## src/hdl/adc_cfg_pkg.sv

```systemverilog
package adc_cfg_pkg;
    // Sample word layout: {flag_b, flag_a, chan_b[13:0], chan_a[13:0]}
    localparam int SAMPLE_W = 14;
    localparam int PAIRS = 7;
    localparam int WORD_W = 30;
    localparam int FLAG_A_POS = 28;
    localparam int FLAG_B_POS = 29;
    // Conversion pipeline and output timing
    localparam int PIPE_LAT = 6;
    localparam int HALF_CYC = 2;
    // Mode control registers reached over the serial port
    localparam int MODE_REGS = 5;
    localparam logic [6:0] MREG_SLEEP = 7'h01;
    localparam logic [6:0] MREG_DCS = 7'h02;
    localparam logic [6:0] MREG_DRIVE = 7'h03;
    localparam logic [7:0] MREG_RST = 8'h00;
    localparam logic [2:0] DRIVE_3P5MA = 3'h0;
    localparam logic [2:0] DRIVE_1P75MA = 3'h1;
    // Serial frame: rw bit, 7 address bits, 8 data bits
    localparam logic [3:0] ADDR_LAST = 4'h7;
    localparam logic [3:0] DATA_FIRST = 4'h8;
    localparam logic [3:0] FRAME_LAST = 4'hf;
    // Synchroniser lanes
    localparam int PIN_CS = 0;
    localparam int PIN_SCK = 1;
    localparam int PIN_SDI = 2;
    localparam int PIN_MODE = 3;
    localparam int PIN_ENCP = 4;
    localparam int PIN_ENCN = 5;
    localparam int PINS = 6;
    localparam logic [1:0] STRAP_DONE = 2'h3;
    // Wishbone register map
    localparam logic [7:0] WB_CTRL = 8'h00;
    localparam logic [7:0] WB_STATUS = 8'h04;
    localparam logic [7:0] WB_COUNT = 8'h08;
    localparam int CTRL_RUN = 0;
    localparam logic CTRL_RUN_RST = 1'b1;
    localparam int ST_PAR = 0;
    localparam int ST_SLEEP = 1;
    localparam int ST_DCS = 2;
    localparam int ST_DRIVE = 4;
    localparam int ST_LOST = 8;

    typedef enum logic [1:0] {
        SPI_CMD = 2'b00,
        SPI_DATA = 2'b01,
        SPI_DONE = 2'b10
    } spi_state_t;

    typedef enum logic [1:0] {
        OUT_IDLE = 2'b00,
        OUT_LOW = 2'b01,
        OUT_HIGH = 2'b10
    } out_state_t;
endpackage

```

## src/hdl/adc_cfg_if.sv

```systemverilog
`timescale 1ns/100ps
// Port of the mode register file, with live control taps
interface mode_mem_if;
    logic we;
    logic [6:0] addr;
    logic [7:0] wdata;
    logic [7:0] rdata;
    logic [2:0] drive;
    logic sleep;
    logic dcs;
    modport ctl(output we, addr, wdata, input rdata, drive, sleep, dcs);
    modport mem(input we, addr, wdata, output rdata, drive, sleep, dcs);
endinterface

// Valid/ready word stream
interface word_stream_if #(parameter int W = 30);
    logic valid;
    logic ready;
    logic [W-1:0] data;
    modport src(output valid, data, input ready);
    modport snk(input valid, data, output ready);
endinterface

```

## src/hdl/mode_reg_file.sv

```systemverilog
`timescale 1ns/100ps
module mode_reg_file (
    // Clock and reset
    input wire logic clk_i,
    input wire logic rst_i,
    // Register port
    mode_mem_if.mem port
);
    import adc_cfg_pkg::*;

    typedef struct packed {
        logic [MODE_REGS-1:0][7:0] r;
        logic [7:0] rdata;
    } st_t;

    st_t q;
    st_t n;

    // Write and registered read; addresses past the file read zero
    always_comb begin
        n = q;
        n.rdata = 8'h00;
        for (int i = 0; i < MODE_REGS; i++) begin
            if (port.addr == 7'(i)) begin
                n.rdata = q.r[i];
                if (port.we) begin
                    n.r[i] = port.wdata;
                end
            end
        end
    end

    always_ff @(posedge clk_i) begin
        if (rst_i) begin
            q <= '{r: '{default: MREG_RST}, rdata: 8'h00};
        end else begin
            q <= n;
        end
    end

    // Live taps steering the converter
    assign port.rdata = q.rdata;
    assign port.sleep = q.r[MREG_SLEEP][0];
    assign port.dcs = q.r[MREG_DCS][0];
    assign port.drive = q.r[MREG_DRIVE][2:0];
endmodule

```

## src/hdl/two_entry_buf.sv

```systemverilog
`timescale 1ns/100ps
module two_entry_buf #(
    parameter int W = 30
) (
    // Clock and reset
    input wire logic clk_i,
    input wire logic rst_i,
    // Fill and drain sides
    word_stream_if.snk wr,
    word_stream_if.src rd
);
    if (W < 1) $error("two_entry_buf: width must be positive");

    typedef struct packed {
        logic [1:0][W-1:0] e;
        logic head;
        logic [1:0] cnt;
    } st_t;

    st_t q;
    st_t n;
    logic push;
    logic pop;

    // Tail slot is head when empty, the other slot when one is held
    always_comb begin
        n = q;
        push = wr.valid && (q.cnt != 2'd2);
        pop = rd.ready && (q.cnt != 2'd0);
        if (push) begin
            n.e[q.head ^ q.cnt[0]] = wr.data;
        end
        if (pop) begin
            n.head = ~q.head;
        end
        n.cnt = q.cnt + {1'b0, push} - {1'b0, pop};
    end

    always_ff @(posedge clk_i) begin
        if (rst_i) begin
            q <= '0;
        end else begin
            q <= n;
        end
    end

    assign wr.ready = (q.cnt != 2'd2);
    assign rd.valid = (q.cnt != 2'd0);
    assign rd.data = q.e[q.head];
endmodule

```

## src/hdl/adc_mode_config_port.sv

```systemverilog
`timescale 1ns/100ps
// Functional notes
// - A conversion starts on the rising edge of the positive encode input, the falling edge of its complement.
// - In serial mode each SDI bit is taken into the shift path on the rising SCK edge.
// - In serial mode the mode register contents are read back on SDO.
// - Shifting on SCK happens only while CS is low, and the host keeps CS low for the whole frame.
// - SDO only ever pulls low; the high level comes from an outside pull-up.
// - With the mode select pin low, CS, SCK, SDI and SDO form a serial port controlling all modes.
// - With the mode select pin high, CS, SCK and SDI are static levels controlling a reduced mode set.
// - In parallel mode SDI picks 3.5mA or 1.75mA output drive.
// - In parallel mode SCK can put the device to sleep.
// - In parallel mode CS turns the encode duty-cycle stabilizer on or off.
// - Each output pair carries even bits while the output clock is low and odd bits while it is high.
// - Both channel overrange flags share one output, high when an overrange occurred.
module adc_mode_config_port #(
    parameter int LATENCY = adc_cfg_pkg::PIPE_LAT,
    parameter int HALF = adc_cfg_pkg::HALF_CYC
) (
    // Clock and reset
    input wire logic clk_i,
    input wire logic rst_i,
    // Wishbone slave
    input wire logic wb_cyc_i,
    input wire logic wb_stb_i,
    input wire logic wb_we_i,
    input wire logic [7:0] wb_adr_i,
    input wire logic [3:0] wb_sel_i,
    input wire logic [31:0] wb_dat_i,
    output logic [31:0] wb_dat_o,
    output logic wb_ack_o,
    // Configuration pins
    input wire logic programming_mode_select_i,
    input wire logic cs_n_i,
    input wire logic sck_i,
    input wire logic sdi_i,
    output logic sdo_o,
    output logic sdo_oe_o,
    // Encode clock pins
    input wire logic encode_clock_pos_i,
    input wire logic encode_clock_neg_i,
    // Converter core results
    input wire logic [adc_cfg_pkg::SAMPLE_W-1:0] sample_a_i,
    input wire logic [adc_cfg_pkg::SAMPLE_W-1:0] sample_b_i,
    input wire logic overrange_a_i,
    input wire logic overrange_b_i,
    // Data outputs
    output logic data_output_clock_o,
    output logic [adc_cfg_pkg::PAIRS-1:0] chan_a_ddr_pair_o,
    output logic [adc_cfg_pkg::PAIRS-1:0] chan_b_ddr_pair_o,
    output logic overrange_flag_o,
    // Effective mode controls
    output logic [2:0] drive_code_o,
    output logic sleep_o,
    output logic dcs_en_o
);
    import adc_cfg_pkg::*;

    if (LATENCY < 1 || LATENCY > 16) $error("adc_mode_config_port: LATENCY out of range");
    if (HALF < 1 || HALF > 15) $error("adc_mode_config_port: HALF out of range");

    typedef struct packed {
        logic [PINS-1:0] sync1;
        logic [PINS-1:0] sync2;
        logic [PINS-1:0] prev;
        logic [1:0] strap_cnt;
        logic par_mode;
        spi_state_t spi;
        logic [3:0] bitcnt;
        logic [15:0] sr;
        logic rd;
        logic [7:0] dsr;
        logic sdo_oe;
        logic mem_we;
        logic [6:0] mem_addr;
        logic [7:0] mem_wdata;
        logic [LATENCY-1:0][WORD_W-1:0] pipe;
        logic [LATENCY-1:0] pipe_v;
        logic pend;
        logic [WORD_W-1:0] pend_word;
        logic lost;
        out_state_t ost;
        logic [3:0] hcnt;
        logic [WORD_W-1:0] oword;
        logic out_clk;
        logic [PAIRS-1:0] da;
        logic [PAIRS-1:0] db;
        logic ofl;
        logic [2:0] drive;
        logic sleep;
        logic dcs;
        logic run;
        logic ack;
        logic [31:0] dat;
        logic [31:0] sent;
    } state_t;

    state_t q;
    state_t n;

    mode_mem_if mem_if();
    word_stream_if #(.W(WORD_W)) fill_if();
    word_stream_if #(.W(WORD_W)) drain_if();

    mode_reg_file u_regs (
        .clk_i(clk_i),
        .rst_i(rst_i),
        .port(mem_if.mem)
    );

    two_entry_buf #(.W(WORD_W)) u_buf (
        .clk_i(clk_i),
        .rst_i(rst_i),
        .wr(fill_if.snk),
        .rd(drain_if.src)
    );

    // Pick the even or odd half of a 14-bit sample
    function automatic logic [PAIRS-1:0] pick(input logic [SAMPLE_W-1:0] v, input logic odd);
        logic [PAIRS-1:0] r;
        r = '0;
        for (int i = 0; i < PAIRS; i++) begin
            r[i] = v[2*i + int'(odd)];
        end
        return r;
    endfunction

    logic sck_rise;
    logic sck_fall;
    logic enc_rise;
    logic serial;
    logic sdo_bit;
    logic [31:0] status;

    // Edge detection works only on the second synchroniser stage
    assign sck_rise = q.sync2[PIN_SCK] && !q.prev[PIN_SCK];
    assign sck_fall = !q.sync2[PIN_SCK] && q.prev[PIN_SCK];
    assign enc_rise = (q.sync2[PIN_ENCP] && !q.sync2[PIN_ENCN]) && !(q.prev[PIN_ENCP] && !q.prev[PIN_ENCN]);
    assign serial = !q.par_mode && (q.strap_cnt == STRAP_DONE);

    // Status word for software
    always_comb begin
        status = 32'h0000_0000;
        status[ST_PAR] = q.par_mode;
        status[ST_SLEEP] = q.sleep;
        status[ST_DCS] = q.dcs;
        status[ST_DRIVE +: 3] = q.drive;
        status[ST_LOST] = q.lost;
    end

    // Next state of the whole block
    always_comb begin
        n = q;
        sdo_bit = 1'b1;
        n.sync1 = {encode_clock_neg_i, encode_clock_pos_i, programming_mode_select_i, sdi_i, sck_i, cs_n_i};
        n.sync2 = q.sync1;
        n.prev = q.sync2;
        n.mem_we = 1'b0;
        n.ack = 1'b0;

        // Mode strap is caught once, after the synchroniser has filled
        if (q.strap_cnt != STRAP_DONE) begin
            n.strap_cnt = q.strap_cnt + 2'd1;
            n.par_mode = q.sync2[PIN_MODE];
        end

        // Serial frame; a frame cut short by CS never writes
        if (!serial || q.sync2[PIN_CS]) begin
            n.spi = SPI_CMD;
            n.bitcnt = 4'h0;
            n.rd = 1'b0;
            n.sdo_oe = 1'b0;
        end else begin
            if (sck_rise && q.spi != SPI_DONE) begin
                n.sr = {q.sr[14:0], q.sync2[PIN_SDI]};
                n.bitcnt = q.bitcnt + 4'd1;
                if (q.bitcnt == ADDR_LAST) begin
                    n.rd = n.sr[7];
                    n.mem_addr = n.sr[6:0];
                    n.spi = SPI_DATA;
                end
                if (q.bitcnt == FRAME_LAST) begin
                    n.mem_we = !q.rd;
                    n.mem_wdata = n.sr[7:0];
                    n.spi = SPI_DONE;
                end
            end
            // Readback shifts out on falling edges, for the host to take a falling edge later
            if (sck_fall && q.rd) begin
                if (q.spi == SPI_DATA && q.bitcnt == DATA_FIRST) begin
                    sdo_bit = mem_if.rdata[7];
                    n.dsr = {mem_if.rdata[6:0], 1'b0};
                end else begin
                    sdo_bit = q.dsr[7];
                    n.dsr = {q.dsr[6:0], 1'b0};
                end
                // Pull low for a zero, release for a one
                n.sdo_oe = (q.spi == SPI_DATA) && !sdo_bit;
            end
        end

        // Effective controls from pins or from the mode registers
        if (q.par_mode) begin
            n.drive = q.sync2[PIN_SDI] ? DRIVE_1P75MA : DRIVE_3P5MA;
            n.sleep = q.sync2[PIN_SCK];
            n.dcs = q.sync2[PIN_CS];
        end else begin
            n.drive = mem_if.drive;
            n.sleep = mem_if.sleep;
            n.dcs = mem_if.dcs;
        end

        // Wishbone: one-cycle answer, unmapped reads zero
        if (wb_cyc_i && wb_stb_i && !q.ack) begin
            n.ack = 1'b1;
            n.dat = 32'h0000_0000;
            unique case (wb_adr_i)
                WB_CTRL: begin
                    n.dat[CTRL_RUN] = q.run;
                    if (wb_we_i && wb_sel_i[0]) begin
                        n.run = wb_dat_i[CTRL_RUN];
                    end
                end
                WB_STATUS: begin
                    n.dat = status;
                    if (wb_we_i && wb_sel_i[1] && wb_dat_i[ST_LOST]) begin
                        n.lost = 1'b0;
                    end
                end
                WB_COUNT: n.dat = q.sent;
                default: n.dat = 32'h0000_0000;
            endcase
        end

        // Hand the pending word to the buffer
        if (q.pend && fill_if.ready) begin
            n.pend = 1'b0;
        end

        // Sample on each encode edge while not asleep; a full pipeline slot leaves after LATENCY edges
        if (enc_rise && !q.sleep) begin
            n.pipe[0] = {overrange_b_i, overrange_a_i, sample_b_i, sample_a_i};
            n.pipe_v[0] = 1'b1;
            for (int i = 1; i < LATENCY; i++) begin
                n.pipe[i] = q.pipe[i-1];
                n.pipe_v[i] = q.pipe_v[i-1];
            end
            if (q.pipe_v[LATENCY-1]) begin
                // Set wins over a software clear in the same cycle
                if (q.pend && !fill_if.ready) begin
                    n.lost = 1'b1;
                end
                n.pend = 1'b1;
                n.pend_word = q.pipe[LATENCY-1];
            end
        end

        // Output serialiser; stalls while run is off so the buffer backs up
        unique case (q.ost)
            OUT_IDLE: begin
                if (drain_if.valid && q.run) begin
                    n.oword = drain_if.data;
                    n.ost = OUT_LOW;
                    n.hcnt = 4'h0;
                    n.out_clk = 1'b0;
                    n.da = pick(drain_if.data[SAMPLE_W-1:0], 1'b0);
                    n.db = pick(drain_if.data[2*SAMPLE_W-1:SAMPLE_W], 1'b0);
                    n.ofl = drain_if.data[FLAG_A_POS];
                    n.sent = q.sent + 32'd1;
                end
            end
            OUT_LOW: begin
                if (q.hcnt == 4'(HALF - 1)) begin
                    n.ost = OUT_HIGH;
                    n.hcnt = 4'h0;
                    n.out_clk = 1'b1;
                    n.da = pick(q.oword[SAMPLE_W-1:0], 1'b1);
                    n.db = pick(q.oword[2*SAMPLE_W-1:SAMPLE_W], 1'b1);
                    n.ofl = q.oword[FLAG_B_POS];
                end else begin
                    n.hcnt = q.hcnt + 4'd1;
                end
            end
            OUT_HIGH: begin
                if (q.hcnt == 4'(HALF - 1)) begin
                    n.ost = OUT_IDLE;
                end else begin
                    n.hcnt = q.hcnt + 4'd1;
                end
            end
            default: n.ost = OUT_IDLE;
        endcase
    end

    // State register
    always_ff @(posedge clk_i) begin
        if (rst_i) begin
            q <= '0;
            q.run <= CTRL_RUN_RST;
        end else begin
            q <= n;
        end
    end

    // Buffer and register file hookup
    assign fill_if.valid = q.pend;
    assign fill_if.data = q.pend_word;
    assign drain_if.ready = (q.ost == OUT_IDLE) && q.run;
    assign mem_if.we = q.mem_we;
    assign mem_if.addr = q.mem_addr;
    assign mem_if.wdata = q.mem_wdata;

    // Outputs, all from the state register; SDO data is a fixed low
    assign wb_dat_o = q.dat;
    assign wb_ack_o = q.ack;
    assign sdo_o = 1'b0;
    assign sdo_oe_o = q.sdo_oe;
    assign data_output_clock_o = q.out_clk;
    assign chan_a_ddr_pair_o = q.da;
    assign chan_b_ddr_pair_o = q.db;
    assign overrange_flag_o = q.ofl;
    assign drive_code_o = q.drive;
    assign sleep_o = q.sleep;
    assign dcs_en_o = q.dcs;
endmodule

```

## config.mk

```make
export PLATFORM = sky130hd
export DESIGN_NAME = adc_mode_config_port
export DESIGN_NICKNAME = d
export VERILOG_FILES = /design/src/hdl/adc_cfg_pkg.sv /design/src/hdl/adc_cfg_if.sv /design/src/hdl/mode_reg_file.sv /design/src/hdl/two_entry_buf.sv /design/src/hdl/adc_mode_config_port.sv
export SDC_FILE = /design/constraint.sdc
export NUM_CORES = 1
export LEC_CHECK = 0
export ABC_AREA = 1
export ABC_CLOCK_PERIOD_IN_PS = 3000
export BUFFER_PORTS_ARGS = -buffer_cell sky130_fd_sc_hd__buf_2
export CAP_MARGIN = 20
export CORE_UTILIZATION = 50
export CTS_BUF_LIST = sky130_fd_sc_hd__clkbuf_4 sky130_fd_sc_hd__clkbuf_8 sky130_fd_sc_hd__clkbuf_16
export CTS_CLUSTER_SIZE = 24
export DETAILED_ROUTE_END_ITERATION = 10
export GPL_TIMING_DRIVEN = 0
export PLACE_DENSITY_LB_ADDON = 0.3
export SYNTH_ARGS = -nofsm -noshare
export SYNTH_HDL_FRONTEND = slang
export SYNTH_SLANG_ARGS = --single-unit
```

## constraint.sdc

```tcl
create_clock -name clk_i -period 3 [get_ports clk_i]
set_clock_uncertainty 0.05 [all_clocks]
set_input_delay 0.15 -clock clk_i [delete_from_list [all_inputs] [get_ports clk_i]]
set_output_delay 0.15 -clock clk_i [all_outputs]
set_load 0.005 [all_outputs]
```

==> impl_metrics.toml <==
[drt]
num_vias = 16900
post_drt_wl_per_cell_um = 14.2
firstDrtPassIters = 5
dr.first_iter.drc_count = 863
route.antenna.remaining_nets = 0
via_per_inst = 5.04
drc = 0
routed_wl_um = 47500

[floorplanning]
ios = 141
die_y_um = 199
die_w_um = 199
start_util = 0.511
die_area_um2 = 39500
rows = 71
core_area_um2 = 37800

[synthesis]
syn-num-nets = 2696
synthSimpleGateAreaFrac = 0.234
synthCells = 2599
syn_avg_cell_area_um2 = 7.44
ys_warn_count = 0
post_synth_num_cell_types = 39
synthAdderAreaFrac = 0.00776
ys_seq_area_frac = 0.510
synthArstFlopShare = 0
synthMuxAreaShare = 0
synthFlopType = "dfxtp_1"
synth_area_um2 = 19300
synth_xor_area_frac = 0.00317
ys_ff_latch = 493
synth_compound_area_frac = 0.162
synth_top_family_by_area = "simple AND/OR/NAND/NOR gates"
synth-edff-count = 0

[final_layout]
syn_to_final_growth_pct = 17.2
diodes = 0
final_common_cell = "nand2_1"
fin_area_um2 = 22700
final_cell_mix = "nand2_1, dfxtp_1, a21oi_1, nor2_1, o21ai_0"
nFillCells = 3508
final_cells = 3349
drive_gt1_frac = 0.119
nets = 2897

[timing]
tightest_slew_ns = 0.962
finalSetupViolCount = 0
rsz0062_at_grt = "no"
hold_viol = 0
tns_ns = 0
fin_ws_ns = 0.324
fmax_mhz = 374
layout_worst_path_cycle_share = 0.892
post-route-min-period_ns = 2.68
maxSlewViolCount = 0
relSlewSlack = 0.358

[outcome]
status = "finished, final reports clean"

[critical_path]
path_delay_family = "buffers and inverters"
worst-path-stages = 12
crit_arrival_ns = 3.14
cp-start-kind = "flip-flop"
regToRegStartpoint = "q[121]"
crit_buf_inv = 4
max_stage_delay_ns = 0.45
critPathKind = "flip-flop to flip-flop"
worstPathCellList = "inv_1 > ha_1 > nand2_1 > nor2_2 > buf_4 > clkbuf_1 > ha_1 > inv_1 > ha_1 > xor2_1 > o21ai_0 > a21oi_1"
crit_start = "q[121]"
rr_worst_depth = 12
cp.required_ns = 3.47
slowest_stage = "clkbuf_1"
cpMostUsedCell = "ha_1"
crit_fanout = 10
end_kind = "flip-flop"

[place]
dpl.hpwl_um = 34400
pre_cts_ws_ns = 0.355
dp.cells = 3216
port_buffers = 106
gp_congestion = 0.907
placed_area_um2 = 20500

[clocking]
clock_latency_ns = 0.60
cts.sinks = 493
cts_tree = "built"
path_clk_slew_ns = 0.06
ctsRootBufferMaster = "clkbuf_16"
cts_max_level = 2
numCtsBuffers = 50
clock_path_buffers = 3
post_cts_buffers = 0

[global_route]
first_global_vias = 15900
grt_pass1_wl_um = 78000
antenna_found_initial = 0
grt_usage = 0.244
grt_max_degree = 15
grt-ovfl-total = 0

[min_path]
hp-class = "input pin to flip-flop"
hp-start = "wb_cyc_i"
hold_depth = 5

[job]
max-cap-violations = 0

[pwr]
irDropWorstVdd_uv = 497
p_per_area_nw_per_um2 = 664
p_leak_nw = 8.76
## cell type report
class                           instances  area, um^2  share of cell area
Clock inverter                         14         170             0.00750
Sequential cell                       493        9870               0.435
Buffer                                198        1010              0.0446
Clock buffer                           76        1560              0.0690
Tap cell                              511         639              0.0282
Inverter                              156         586              0.0258
Multi-Input combinational cell       1752        7870               0.347
Timing Repair Buffer                  149         961              0.0424
## state kept, by name, indices dropped and copies added, names as in the netlist, 3 cells and up
register / flops
wb_dat_o: 32
mem_if.addr: 7
mem_if.wdata: 8
u_regs.port.drive: 3
n: 12
u_regs.port.rdata: 8
fill_if.data: 30
drive_code_o: 3
u_buf.q: 63
chan_a_ddr_pair_o: 7
q: 268
chan_b_ddr_pair_o: 7
u_regs.q: 35
## cell usage after synthesis, types with 2 or more instances
cell | instances | share of area
nor3_4 | 2 | 0.0017
a31oi_1 | 17 | 0.0055
o211ai_1 | 15 | 0.0058
a22o_1 | 12 | 0.0054
buf_4 | 56 | 0.022
buf_2 | 46 | 0.012
nor2_4 | 3 | 0.0017
nand4_1 | 10 | 0.0032
nand2_2 | 4 | 0.0013
nor2_2 | 11 | 0.0036
a211oi_1 | 4 | 0.0016
nor2_1 | 316 | 0.061
dfxtp_1 | 493 | 0.51
o21ai_1 | 16 | 0.0041
clkbuf_1 | 92 | 0.018
a21oi_1 | 328 | 0.085
inv_1 | 145 | 0.028
nand3_1 | 58 | 0.015
nor3_1 | 6 | 0.0016
nor3_2 | 6 | 0.0031
ha_1 | 12 | 0.0078
nand2_1 | 706 | 0.14
o21a_1 | 3 | 0.0012
buf_1 | 4 | 0.00078
nand3b_1 | 2 | 0.00078
inv_2 | 9 | 0.0017
clkinv_1 | 2 | 0.00039
xor2_1 | 5 | 0.0023
nand3_2 | 4 | 0.0021
o21ai_0 | 202 | 0.052
xnor2_1 | 2 | 0.00091
## stage by stage
| step | util | hold WS, ns | power, mW |
|---|---|---|---|
| after floorplan | - | 0.207 | 8.17 |
| after global placement | 0.542 | 0.307 | 8.69 |
| after detailed placement | 0.542 | 0.312 | 8.74 |
| after CTS | 0.599 | 0.00939 | 15.2 |
| after global routing | 0.599 | 0.0665 | 15.6 |
| final | 0.599 | 0.0418 | 15.1 |
## tightest hold or removal path, delay by kind of cell
family	cells	cell delay, ns
buffers and inverters	2	0.27
and+or+nand+nor	3	0.21
## power breakdown
part	switching (mW)	internal, mW
registers	0.159	6.79
logic	1.16	0.544
clock network	2.56	3.85
total	3.88	11.2
## path summary, 6_finish.rpt
path | to | slack [ns]
hold / removal | wb_ack_o | 0.04
setup / recovery | u_buf.q[1] | 0.32
hold reg to reg | n[396] | 0.35
setup reg to reg | u_buf.q[1] | 0.32
## layer usage
layer	vias to the layer above	track usage	share of wire
met5	-	0	0
met4	0	0.0772	0.022
met3	70	0.0336	0.049
met2	377	0.418	0.48
met1	7699	0.316	0.45
li1	8727	-	-
## kinds of logic after synthesis
group	Yosys count
XOR/XNOR	7
AND/OR/NAND/NOR	1133
AO/OA/AOI/OAI	599
buffers and inverters	354
flip-flops	493
adder cells (fa/ha/maj)	12
other	1
## timing repair
action | in CTS | in global routing
resized for setup | 0 | 0
hold endpoints to repair | 40 | 0
hold buffers | 43 | 0
Power figures use the tool's default switching activity.
